--- src/rtl/fclpc_pkg.sv ---
// constants, register map and carrier types of the full-closed loop position control block
package fclpc_pkg;
    localparam int ADDR_W = 12;
    localparam int DATA_W = 16;
    localparam int POS_W = 32;

    // register offsets
    localparam logic [ADDR_W-1:0] ADDR_BLEND_TC = 12'h196;
    localparam logic [ADDR_W-1:0] ADDR_EXCESS_TOL = 12'h1a0;
    localparam logic [ADDR_W-1:0] ADDR_SW_POLICY = 12'h1a8;
    localparam logic [ADDR_W-1:0] ADDR_AUTO_RESET = 12'h1aa;
    localparam logic [ADDR_W-1:0] ADDR_SW_PATH = 12'h1ac;
    localparam logic [ADDR_W-1:0] ADDR_ASSIST = 12'h2a0;
    localparam logic [ADDR_W-1:0] ADDR_HOME_SRC = 12'h2a2;
    localparam logic [ADDR_W-1:0] ADDR_CAPTURE = 12'h2a4;
    localparam logic [ADDR_W-1:0] ADDR_IRQ_STATUS = 12'h300;
    localparam logic [ADDR_W-1:0] ADDR_IRQ_MASK = 12'h302;
    localparam logic [ADDR_W-1:0] ADDR_STATE = 12'h304;
    localparam logic [ADDR_W-1:0] ADDR_DEV_LO = 12'h306;
    localparam logic [ADDR_W-1:0] ADDR_DEV_HI = 12'h308;

    // reset values and the blend constant limit
    localparam logic [DATA_W-1:0] RST_BLEND_TC = 16'h0064;
    localparam logic [DATA_W-1:0] MAX_BLEND_TC = 16'h03e8;
    localparam logic [DATA_W-1:0] RST_EXCESS_TOL = 16'h7530;
    localparam logic [DATA_W-1:0] RST_SW_POLICY = 16'h0000;
    localparam logic [DATA_W-1:0] RST_AUTO_RESET = 16'h0000;
    localparam logic [DATA_W-1:0] RST_SW_PATH = 16'h0000;
    localparam logic [DATA_W-1:0] RST_ASSIST = 16'h0000;
    localparam logic [DATA_W-1:0] RST_HOME_SRC = 16'h0000;
    localparam logic [DATA_W-1:0] RST_CAPTURE = 16'h0001;

    // field positions
    localparam int ASSIST_LINK_DET_BIT = 5;
    localparam int SW_PATH_EN_BIT = 15;
    localparam int HOME_INDEX_BIT = 0;
    localparam int CAPTURE_EN_BIT = 0;
    localparam int IRQ_EXCESS = 0;
    localparam int IRQ_LINK_LOST = 1;
    localparam int IRQ_SWITCHED = 2;
    localparam int IRQ_HOMED = 3;
    localparam int IRQ_W = 4;

    // timing
    localparam int CLK_PERIOD_NS = 50;
    localparam int CTRL_PERIOD_NS = 100000;
    localparam int CTRL_PERIOD_CYC = (CTRL_PERIOD_NS + CLK_PERIOD_NS - 1) / CLK_PERIOD_NS;
    localparam int CTRL_PER_MS = 1000000 / CTRL_PERIOD_NS;
    localparam int LINK_TIMEOUT_NS = 200000;
    localparam int LINK_TIMEOUT_CYC = (LINK_TIMEOUT_NS + CLK_PERIOD_NS - 1) / CLK_PERIOD_NS;

    // register port request
    typedef struct packed {
        logic [ADDR_W-1:0] addr;
        logic [DATA_W-1:0] wdata;
        logic wr;
        logic rd;
    } fclpc_req_t;

    // homing sequence
    typedef enum logic [2:0] {
        H_IDLE = 3'b001,
        H_RUN = 3'b010,
        H_ALIGN = 3'b100
    } fclpc_home_t;
endpackage

--- src/rtl/fclpc_ctrl.sv ---
// full-closed loop position control: feedback blend, loop switching, deviation and homing
//
// Implementation choice: the strobed register port.
`timescale 1ns/1ns
module fclpc_ctrl
#(
    parameter int CTRL_CYC = fclpc_pkg::CTRL_PERIOD_CYC,
    parameter int LINK_CYC = fclpc_pkg::LINK_TIMEOUT_CYC
)
(
    input wire logic clk_i, // 20 MHz clock
    input wire logic rstn_i, // synchronous reset, active low
    input wire fclpc_pkg::fclpc_req_t req_i, // register port request
    output logic [fclpc_pkg::DATA_W-1:0] rdata_o, // read data, cycle after read
    input wire logic loop_select_input_i, // pin: high semi, low full
    input wire logic deviation_clear_input_i, // pin: rising edge clears deviation
    input wire logic [fclpc_pkg::POS_W-1:0] enc_pos_i, // main encoder position
    input wire logic [fclpc_pkg::POS_W-1:0] scale_pos_i, // linear scale position
    input wire logic scale_valid_i, // pulse per good scale frame
    input wire logic [fclpc_pkg::POS_W-1:0] cmd_pos_i, // position command
    input wire logic homing_i, // high while homing runs
    output logic [fclpc_pkg::POS_W-1:0] fb_pos_o, // blended feedback position
    output logic [fclpc_pkg::POS_W-1:0] pos_err_o, // position error
    output logic semi_closed_o, // current loop type
    output logic path_start_o, // one-cycle path program start
    output logic [7:0] path_program_number_o, // path program to run
    output logic soft_limit_en_o, // software limit checking active
    output logic excess_deviation_alarm_o, // sticky alarm level
    output logic scale_link_lost_alarm_o, // sticky alarm level
    output logic irq_o // unmasked status pending
);
    import fclpc_pkg::*;

    if (CTRL_CYC < 2 || CTRL_CYC > 65535 || LINK_CYC < 2 || LINK_CYC > 65535)
    begin : g_chk
        $error("fclpc_ctrl: cycle counts out of range");
    end

    typedef struct packed {
        logic [DATA_W-1:0] blend_tc;
        logic [DATA_W-1:0] excess_tol;
        logic policy;
        logic [DATA_W-1:0] auto_tol;
        logic [DATA_W-1:0] sw_path;
        logic [DATA_W-1:0] assist;
        logic [DATA_W-1:0] home_src;
        logic [DATA_W-1:0] capture;
        logic [IRQ_W-1:0] irq_st;
        logic [IRQ_W-1:0] irq_mask;
        logic lsel_s1;
        logic lsel_s2;
        logic clr_s1;
        logic clr_s2;
        logic clr_q;
        logic semi;
        logic [POS_W-1:0] dev_base;
        logic [POS_W-1:0] filt;
        logic [POS_W-1:0] dev_prev;
        logic [POS_W-1:0] err_off;
        logic [POS_W-1:0] fb;
        logic [POS_W-1:0] err;
        logic [15:0] tick_cnt;
        logic [15:0] link_cnt;
        fclpc_home_t hstate;
        logic path_start;
        logic [7:0] path_num;
        logic [DATA_W-1:0] rdata;
    } fclpc_state_t;

    fclpc_state_t s;
    fclpc_state_t next_s;

    // magnitude of a two's complement position
    function automatic logic [POS_W-1:0] mag(input logic [POS_W-1:0] v);
        mag = v[POS_W-1] ? (~v + 32'h0000_0001) : v;
    endfunction

    // filter shift: smallest k with 2^k >= time constant in control cycles
    function automatic logic [4:0] blend_shift(input logic [DATA_W-1:0] tc);
        logic [19:0] k;
        logic [4:0] sh;
        k = 20'(tc) * 20'(CTRL_PER_MS);
        sh = 5'h00;
        for (int i = 0; i < 20; i++)
        begin
            if ((20'h00001 << i) < k)
            begin
                sh = 5'(i + 1);
            end
        end
        blend_shift = sh;
    endfunction

    logic tick;
    logic [POS_W-1:0] diff;
    logic [POS_W-1:0] dev_abs;
    logic [POS_W-1:0] fb_new;
    logic signed [POS_W-1:0] step;
    logic lsel_change;
    logic clr_rise;
    logic [IRQ_W-1:0] irq_set;
    logic wr_hit_irq;

    assign tick = (s.tick_cnt == 16'(CTRL_CYC - 1));
    assign diff = scale_pos_i - enc_pos_i - s.dev_base;
    assign dev_abs = mag(diff);
    // signed step keeps the shift arithmetic when the scale lags the encoder
    assign step = $signed(diff - s.filt) >>> blend_shift(s.blend_tc);
    assign lsel_change = (s.lsel_s2 != s.semi);
    assign clr_rise = s.clr_s2 & ~s.clr_q;
    assign wr_hit_irq = req_i.wr && (req_i.addr == ADDR_IRQ_STATUS);

    // next state
    always_comb
    begin
        next_s = s;
        irq_set = '0;
        next_s.path_start = 1'b0;
        next_s.rdata = '0;

        // pins pass two flops before use
        next_s.lsel_s1 = loop_select_input_i;
        next_s.lsel_s2 = s.lsel_s1;
        next_s.clr_s1 = deviation_clear_input_i;
        next_s.clr_s2 = s.clr_s1;
        next_s.clr_q = s.clr_s2;

        // control cycle timebase
        next_s.tick_cnt = tick ? 16'h0000 : s.tick_cnt + 16'h0001;

        // register writes
        if (req_i.wr)
        begin
            case (req_i.addr)
                ADDR_BLEND_TC: next_s.blend_tc = (req_i.wdata > MAX_BLEND_TC) ?
                    MAX_BLEND_TC : req_i.wdata;
                ADDR_EXCESS_TOL: next_s.excess_tol = req_i.wdata;
                ADDR_SW_POLICY: next_s.policy = req_i.wdata[0];
                ADDR_AUTO_RESET: next_s.auto_tol = req_i.wdata;
                ADDR_SW_PATH: next_s.sw_path = req_i.wdata;
                ADDR_ASSIST: next_s.assist = req_i.wdata;
                ADDR_HOME_SRC: next_s.home_src = req_i.wdata;
                ADDR_CAPTURE: next_s.capture = req_i.wdata;
                ADDR_IRQ_MASK: next_s.irq_mask = req_i.wdata[IRQ_W-1:0];
                default: next_s.irq_mask = s.irq_mask;
            endcase
        end

        // filter the scale-minus-encoder difference once per control cycle
        if (tick)
        begin
            if (s.blend_tc == 16'h0000)
            begin
                next_s.filt = diff;
            end
            else if (step == '0)
            begin
                // a step that rounds to nothing snaps onto the target, so no residue
                next_s.filt = diff;
            end
            else
            begin
                // power-of-two gain keeps this divider-free
                next_s.filt = s.filt + $unsigned(step);
            end
            // alarm only while deviation is both large and still growing
            if (dev_abs > POS_W'(s.excess_tol) && dev_abs > s.dev_prev)
            begin
                irq_set[IRQ_EXCESS] = 1'b1;
            end
            next_s.dev_prev = dev_abs;
            if (s.auto_tol != 16'h0000 && dev_abs <= POS_W'(s.auto_tol))
            begin
                next_s.dev_base = scale_pos_i - enc_pos_i;
                next_s.filt = '0;
                next_s.dev_prev = '0;
            end
        end

        // explicit clear edge
        if (clr_rise)
        begin
            next_s.dev_base = scale_pos_i - enc_pos_i;
            next_s.filt = '0;
            next_s.dev_prev = '0;
        end

        // scale link watchdog, only armed in full-closed loop with bit5 set
        if (scale_valid_i || s.semi || !s.assist[ASSIST_LINK_DET_BIT])
        begin
            next_s.link_cnt = 16'h0000;
        end
        else if (s.link_cnt != 16'(LINK_CYC - 1))
        begin
            next_s.link_cnt = s.link_cnt + 16'h0001;
        end
        if (!s.semi && s.assist[ASSIST_LINK_DET_BIT] && !scale_valid_i &&
            s.link_cnt == 16'(LINK_CYC - 2))
        begin
            irq_set[IRQ_LINK_LOST] = 1'b1;
        end

        // homing sequence
        case (s.hstate)
            H_IDLE:
            begin
                if (homing_i)
                begin
                    next_s.hstate = H_RUN;
                end
            end
            H_RUN:
            begin
                if (s.home_src[HOME_INDEX_BIT])
                begin
                    next_s.capture[CAPTURE_EN_BIT] = 1'b0;
                end
                if (!homing_i)
                begin
                    next_s.hstate = H_ALIGN;
                end
            end
            H_ALIGN:
            begin
                next_s.dev_base = scale_pos_i - enc_pos_i;
                next_s.filt = '0;
                next_s.dev_prev = '0;
                irq_set[IRQ_HOMED] = 1'b1;
                next_s.hstate = H_IDLE;
            end
            default: next_s.hstate = H_IDLE;
        endcase

        // loop type follows synced select level
        next_s.semi = s.lsel_s2;
        if (next_s.semi)
        begin
            fb_new = enc_pos_i;
        end
        else if (s.blend_tc == 16'h0000)
        begin
            fb_new = enc_pos_i + diff;
        end
        else
        begin
            fb_new = enc_pos_i + next_s.filt;
        end

        // error handling at a loop change
        if (lsel_change)
        begin
            irq_set[IRQ_SWITCHED] = 1'b1;
            if (!s.policy)
            begin
                next_s.err_off = cmd_pos_i - fb_new;
            end
            else
            begin
                // command carries over; full-closed return takes up the gap
                next_s.err_off = '0;
            end
            if (s.sw_path[SW_PATH_EN_BIT])
            begin
                next_s.path_start = 1'b1;
                next_s.path_num = s.sw_path[7:0];
            end
        end
        next_s.fb = fb_new;
        next_s.err = cmd_pos_i - fb_new - next_s.err_off;

        // sticky status: set wins over a write-one clear
        if (wr_hit_irq)
        begin
            next_s.irq_st = s.irq_st & ~req_i.wdata[IRQ_W-1:0];
        end
        next_s.irq_st = next_s.irq_st | irq_set;

        // reads answer one cycle later, unmapped reads give zero
        if (req_i.rd)
        begin
            case (req_i.addr)
                ADDR_BLEND_TC: next_s.rdata = s.blend_tc;
                ADDR_EXCESS_TOL: next_s.rdata = s.excess_tol;
                ADDR_SW_POLICY: next_s.rdata = {15'h0000, s.policy};
                ADDR_AUTO_RESET: next_s.rdata = s.auto_tol;
                ADDR_SW_PATH: next_s.rdata = s.sw_path;
                ADDR_ASSIST: next_s.rdata = s.assist;
                ADDR_HOME_SRC: next_s.rdata = s.home_src;
                ADDR_CAPTURE: next_s.rdata = s.capture;
                ADDR_IRQ_STATUS: next_s.rdata = {12'h000, s.irq_st};
                ADDR_IRQ_MASK: next_s.rdata = {12'h000, s.irq_mask};
                ADDR_STATE: next_s.rdata = {11'h000, s.hstate, s.clr_s2, s.semi};
                ADDR_DEV_LO: next_s.rdata = diff[15:0];
                ADDR_DEV_HI: next_s.rdata = diff[31:16];
                default: next_s.rdata = '0;
            endcase
        end
    end

    // state register
    always_ff @(posedge clk_i)
    begin
        if (!rstn_i)
        begin
            s <= '0;
            s.blend_tc <= RST_BLEND_TC;
            s.excess_tol <= RST_EXCESS_TOL;
            s.policy <= RST_SW_POLICY[0];
            s.auto_tol <= RST_AUTO_RESET;
            s.sw_path <= RST_SW_PATH;
            s.assist <= RST_ASSIST;
            s.home_src <= RST_HOME_SRC;
            s.capture <= RST_CAPTURE;
            s.hstate <= H_IDLE;
        end
        else
        begin
            s <= next_s;
        end
    end

    // outputs
    assign rdata_o = s.rdata;
    assign fb_pos_o = s.fb;
    assign pos_err_o = s.err;
    assign semi_closed_o = s.semi;
    assign path_start_o = s.path_start;
    assign path_program_number_o = s.path_num;
    assign soft_limit_en_o = (s.hstate == H_IDLE);
    assign excess_deviation_alarm_o = s.irq_st[IRQ_EXCESS];
    assign scale_link_lost_alarm_o = s.irq_st[IRQ_LINK_LOST];
    assign irq_o = |(s.irq_st & s.irq_mask);
endmodule

--- config.mk ---
export PLATFORM = sky130hd
export DESIGN_NAME = fclpc_ctrl
export DESIGN_NICKNAME = d
export VERILOG_FILES = /design/src/rtl/fclpc_pkg.sv /design/src/rtl/fclpc_ctrl.sv
export SDC_FILE = /design/constraint.sdc
export NUM_CORES = 2
export LEC_CHECK = 0
export BUFFER_PORTS_ARGS = -buffer_cell sky130_fd_sc_hd__buf_2
export CORE_UTILIZATION = 40
export CTS_CLUSTER_DIAMETER = 200
export DETAILED_ROUTE_END_ITERATION = 8
export PLACE_DENSITY_LB_ADDON = 0.25
export SLEW_MARGIN = 10
export SYNTH_ARGS = -nofsm -noshare
export SYNTH_HDL_FRONTEND = slang
export SYNTH_SLANG_ARGS = --single-unit
export TNS_END_PERCENT = 50
--- constraint.sdc ---
create_clock -name clk_i -period 20.6 [get_ports clk_i]
set_clock_uncertainty 0.15 [all_clocks]
set_input_delay 4.12 -clock clk_i [delete_from_list [all_inputs] [get_ports clk_i]]
set_output_delay 4.12 -clock clk_i [all_outputs]
set_load 0.01 [all_outputs]
==> impl_metrics.json <==
{
  "status": "completed",
  "tightest_slew_ns": 1.165,
  "syn-num-nets": 4679,
  "drv_cap": 0,
  "min_period_ns": 19.87,
  "seqPwrFrac_pct": 15.6,
  "p_leak_nw": 16.28,
  "reg2reg_from": "s[364]$_SDFFE_PN0P_",
  "synthTopCellsByArea": "dfxtp_1 24%, ha_1 12%, a21oi_1 6.9%, nand2_1 5.5%, nor2_1 5.1%",
  "final_antenna_net_count": 0,
  "die_width_um": 282.9,
  "setup_ws_ns": 0.7284,
  "vdd_drop_max_v": 0.00007790,
  "cp.arrival_ns": 20.18,
  "slew_headroom_pct": 22.15,
  "synthCells": 4236,
  "grt.overflow.total": 0,
  "mostFrequentLayoutCells": "485 x buf_4, 462 x nand2_1, 424 x nor2_1",
  "synth_ff_type": "dfxtp_1",
  "design.portCount": 226,
  "netlist.area_leader.share_pct": 24.04,
  "grt_first_pass_wirelength_mm": 168.5,
  "grt_antenna_before_repair": 16,
  "hold_violations": 0,
  "min_path_type": "reg -> reg",
  "ys_warn_count": 0,
  "final_nets": 5174,
  "grt_pass1_vias": 30256,
  "power.density_nw_per_um2": 130.3,
  "port_buffers": 225,
  "areaGrowthSynthToFinish_pct": 22.26,
  "synth-edff-count": 0,
  "drcViolationCount": 0,
  "ys_seq_area_share_pct": 24.04,
  "crit_top_cell": "a21oi_2",
  "finalMaxSlewViolations": 0,
  "synth-seq-cells": 379,
  "synthAdderAreaFrac_pct": 12.74,
  "clk_latency_ns": 0.61,
  "drt_pass1_iterations": 8,
  "worst-endpoint-required_ns": 20.91,
  "grt_max_degree": 142,
  "fmax_mhz": 50.32,
  "crit_path_end": "pos_err_o[31]$_SDFF_PN0_",
  "post_synth_mux_area_share_pct": 2.125,
  "slowest_delay_ns": 0.55,
  "drt-wirelength-per-cell_um": 18.82,
  "synth_area_per_cell_um2": 7.450,
  "cpLargestDelayFamily": "compound AO/OA/AOI/OAI gates",
  "die_h_um": 282.9,
  "dp_slack_ns": -0.7467,
  "p_clk_share_pct": 17.1,
  "async_flop_share_pct": 0,
  "start_util_pct": 40.61,
  "fp-row-count": 102,
  "clockRootBuffer": "clkbuf_16",
  "crit_buf_inv": 10,
  "cts_max_path_buffers": 3,
  "r2r_setup_slack_ns": 4.97,
  "crit_start": "scale_pos_i[0]",
  "critPathKind": "in -> reg",
  "internal-power_mw": 2.838,
  "vias": 32516,
  "p_sw_mw": 2.189,
  "setup_viol": 0,
  "whs_ns": 0.2818,
  "start_kind": "input port",
  "num-fill-cells": 7700,
  "p_total_mw": 5.027,
  "synth-simple-area-share_pct": 21.80,
  "dieArea_um2": 80030,
  "crit_path_top_delay_cell": "or4b_1",
  "vias_per_cell": 5.597,
  "synth_xor_area_share_pct": 6.732,
  "grt_use_total_pct": 26.62,
  "detail_route.iter0.violations": 2482,
  "clkTransAtPathRegs_ns": 0.06,
  "combPwrFrac_pct": 67.3,
  "switching_share_pct": 43.55,
  "critPathMaxFanout": 9,
  "cts_tree": "done",
  "cp.depth": 89,
  "hpwl_mm": 84.22,
  "synth.distinct_cells": 98,
  "min-delay-start": "next_s[254]$_SDFF_PN0_",
  "synth_top_family_by_area": "compound AO/OA/AOI/OAI gates",
  "synth_area_um2": 31560,
  "synth-compound-area-share_pct": 24.90,
  "mostFrequentLayoutCell": "buf_4",
  "r2r_cells": 70,
  "cts_buffers": 47,
  "timing.rr.end": "pos_err_o[31]$_SDFF_PN0_",
  "finalCritPeriodShare_pct": 96.46,
  "synth_top_area_cell": "dfxtp_1",
  "crit_path_end_kind": "register",
  "coreArea_um2": 77720,
  "final_layout_size_suffix_gt1_share_pct": 20.60,
  "drt_wl_total_mm": 109.4,
  "clock_sinks": 379,
  "cts_htree_levels": 2,
  "gp_congestion": 0.9766
}
==> layer usage <==
layer  global-route usage [%]  up-vias  wire length (um)
met5                        0        -               101
met4                    9.674       16              3962
met3                    3.400      230              7874
met2                    42.81     1140             48640
met1                    36.27    15052             48790
li1                         -    16078                 -
==> worst min path at each step <==
| stage | cells past startpoint | slack, ns | endpoint |
|---|---|---|---|
| after floorplan | 1 | 0.26 | next_s[252]$_SDFF_PN0_ |
| after global placement | 1 | 0.27 | next_s[253]$_SDFF_PN0_ |
| after detailed placement | 1 | 0.27 | next_s[253]$_SDFF_PN0_ |
| after CTS | 1 | 0.29 | next_s[253]$_SDFF_PN0_ |
| after global routing | 1 | 0.30 | next_s[253]$_SDFF_PN0_ |
| final | 1 | 0.28 | next_s[253]$_SDFF_PN0_ |
==> power by group through the flow <==
stage / Combinational [mW] / Clock, mW / Sequential [mW]
after floorplan: 1.89 / 0 / 0.799
after global placement: 3.22 / 0 / 0.802
after detailed placement: 3.22 / 0 / 0.801
after CTS: 3.25 / 0.876 / 0.787
after global routing: 3.69 / 0.905 / 0.790
final: 3.38 / 0.859 / 0.787
==> cell type report <==
| class | instances | area [um2] | share of cell area, % |
|---|---|---|---|
| well taps | 1040 | 1301 | 3.372 |
| repair buffers | 715 | 4876 | 12.64 |
| clock inverters | 18 | 237.7 | 0.6161 |
| diodes | 7 | 17.52 | 0.04540 |
| inverters | 274 | 1036 | 2.685 |
| flip-flops and latches | 379 | 7589 | 19.67 |
| multi-input cells | 3314 | 22170 | 57.46 |
| clock buffers | 63 | 1358 | 3.518 |
==> Yosys cell counts, drive strengths merged, types with 9 or more instances <==
master	number
mux2	15
or2	26
a31oi	32
o211ai	40
dfxtp	379
clkbuf	148
o21ai	175
a211o	19
nand2	465
a222oi	17
buf	121
nor2	430
o311ai	9
mux2i	43
xnor2	166
and2	45
nand2b	37
a211oi	58
a221oi	19
and3	54
o31ai	29
o22ai	35
inv	274
o31a	13
or4	12
a21oi	439
o21bai	24
nor4	36
a22oi	73
nand4	39
nor3	115
nand3b	11
a311oi	9
a21o	59
nor3b	12
o21a	57
ha	303
a2111oi	14
nor2b	37
a21boi	19
nand3	108
or3	29
xor2	74
o211a	10
==> state kept, by name (all words and copies together) (netlist names) <==
register	count
excess_deviation_alarm_o	1
fb_pos_o	32
next_s	4
path_program_number_o	8
path_start_o	1
pos_err_o	32
rdata_o	16
s	283
scale_link_lost_alarm_o	1
semi_closed_o	1
==> kinds of logic (layout without fill, tap and decap cells) <==
logic type / count (synthesis) / in the layout
AO/OA/AOI/OAI: 1216 / 1216
flip-flops: 379 / 379
other: 0 / 7
XOR/XNOR: 241 / 241
AND/OR/NAND/NOR: 1478 / 1478
adder cells (fa/ha/maj): 318 / 318
multiplexers: 61 / 61
buffers and inverters: 543 / 1070
==> timing repair <==
| action | 4_1_cts | 5_1_grt |
|---|---|---|
| pin swaps | 0 | 71 |
| buffers inserted | 0 | 18 |
| gates resized for setup | 7 | 137 |
| cloned | 0 | 2 |
| hold buffers | 0 | 0 |
| setup endpoints to repair | 4 | 17 |
==> metrics by stage <==
step | util [%] | setup TNS (ns) | area [um2] | std cells
final | 49.65 | 0 | 38590 | 5810
after global routing | 49.64 | -0.3826 | 38580 | 5808
after CTS | 48.73 | 0 | 37870 | 5783
after detailed placement | 46.65 | -3.692 | 36250 | 5702
after global placement | 46.65 | -2.781 | 36250 | 5702
after floorplan | - | 0 | 31560 | 4236
Power figures use the tool's default switching activity.
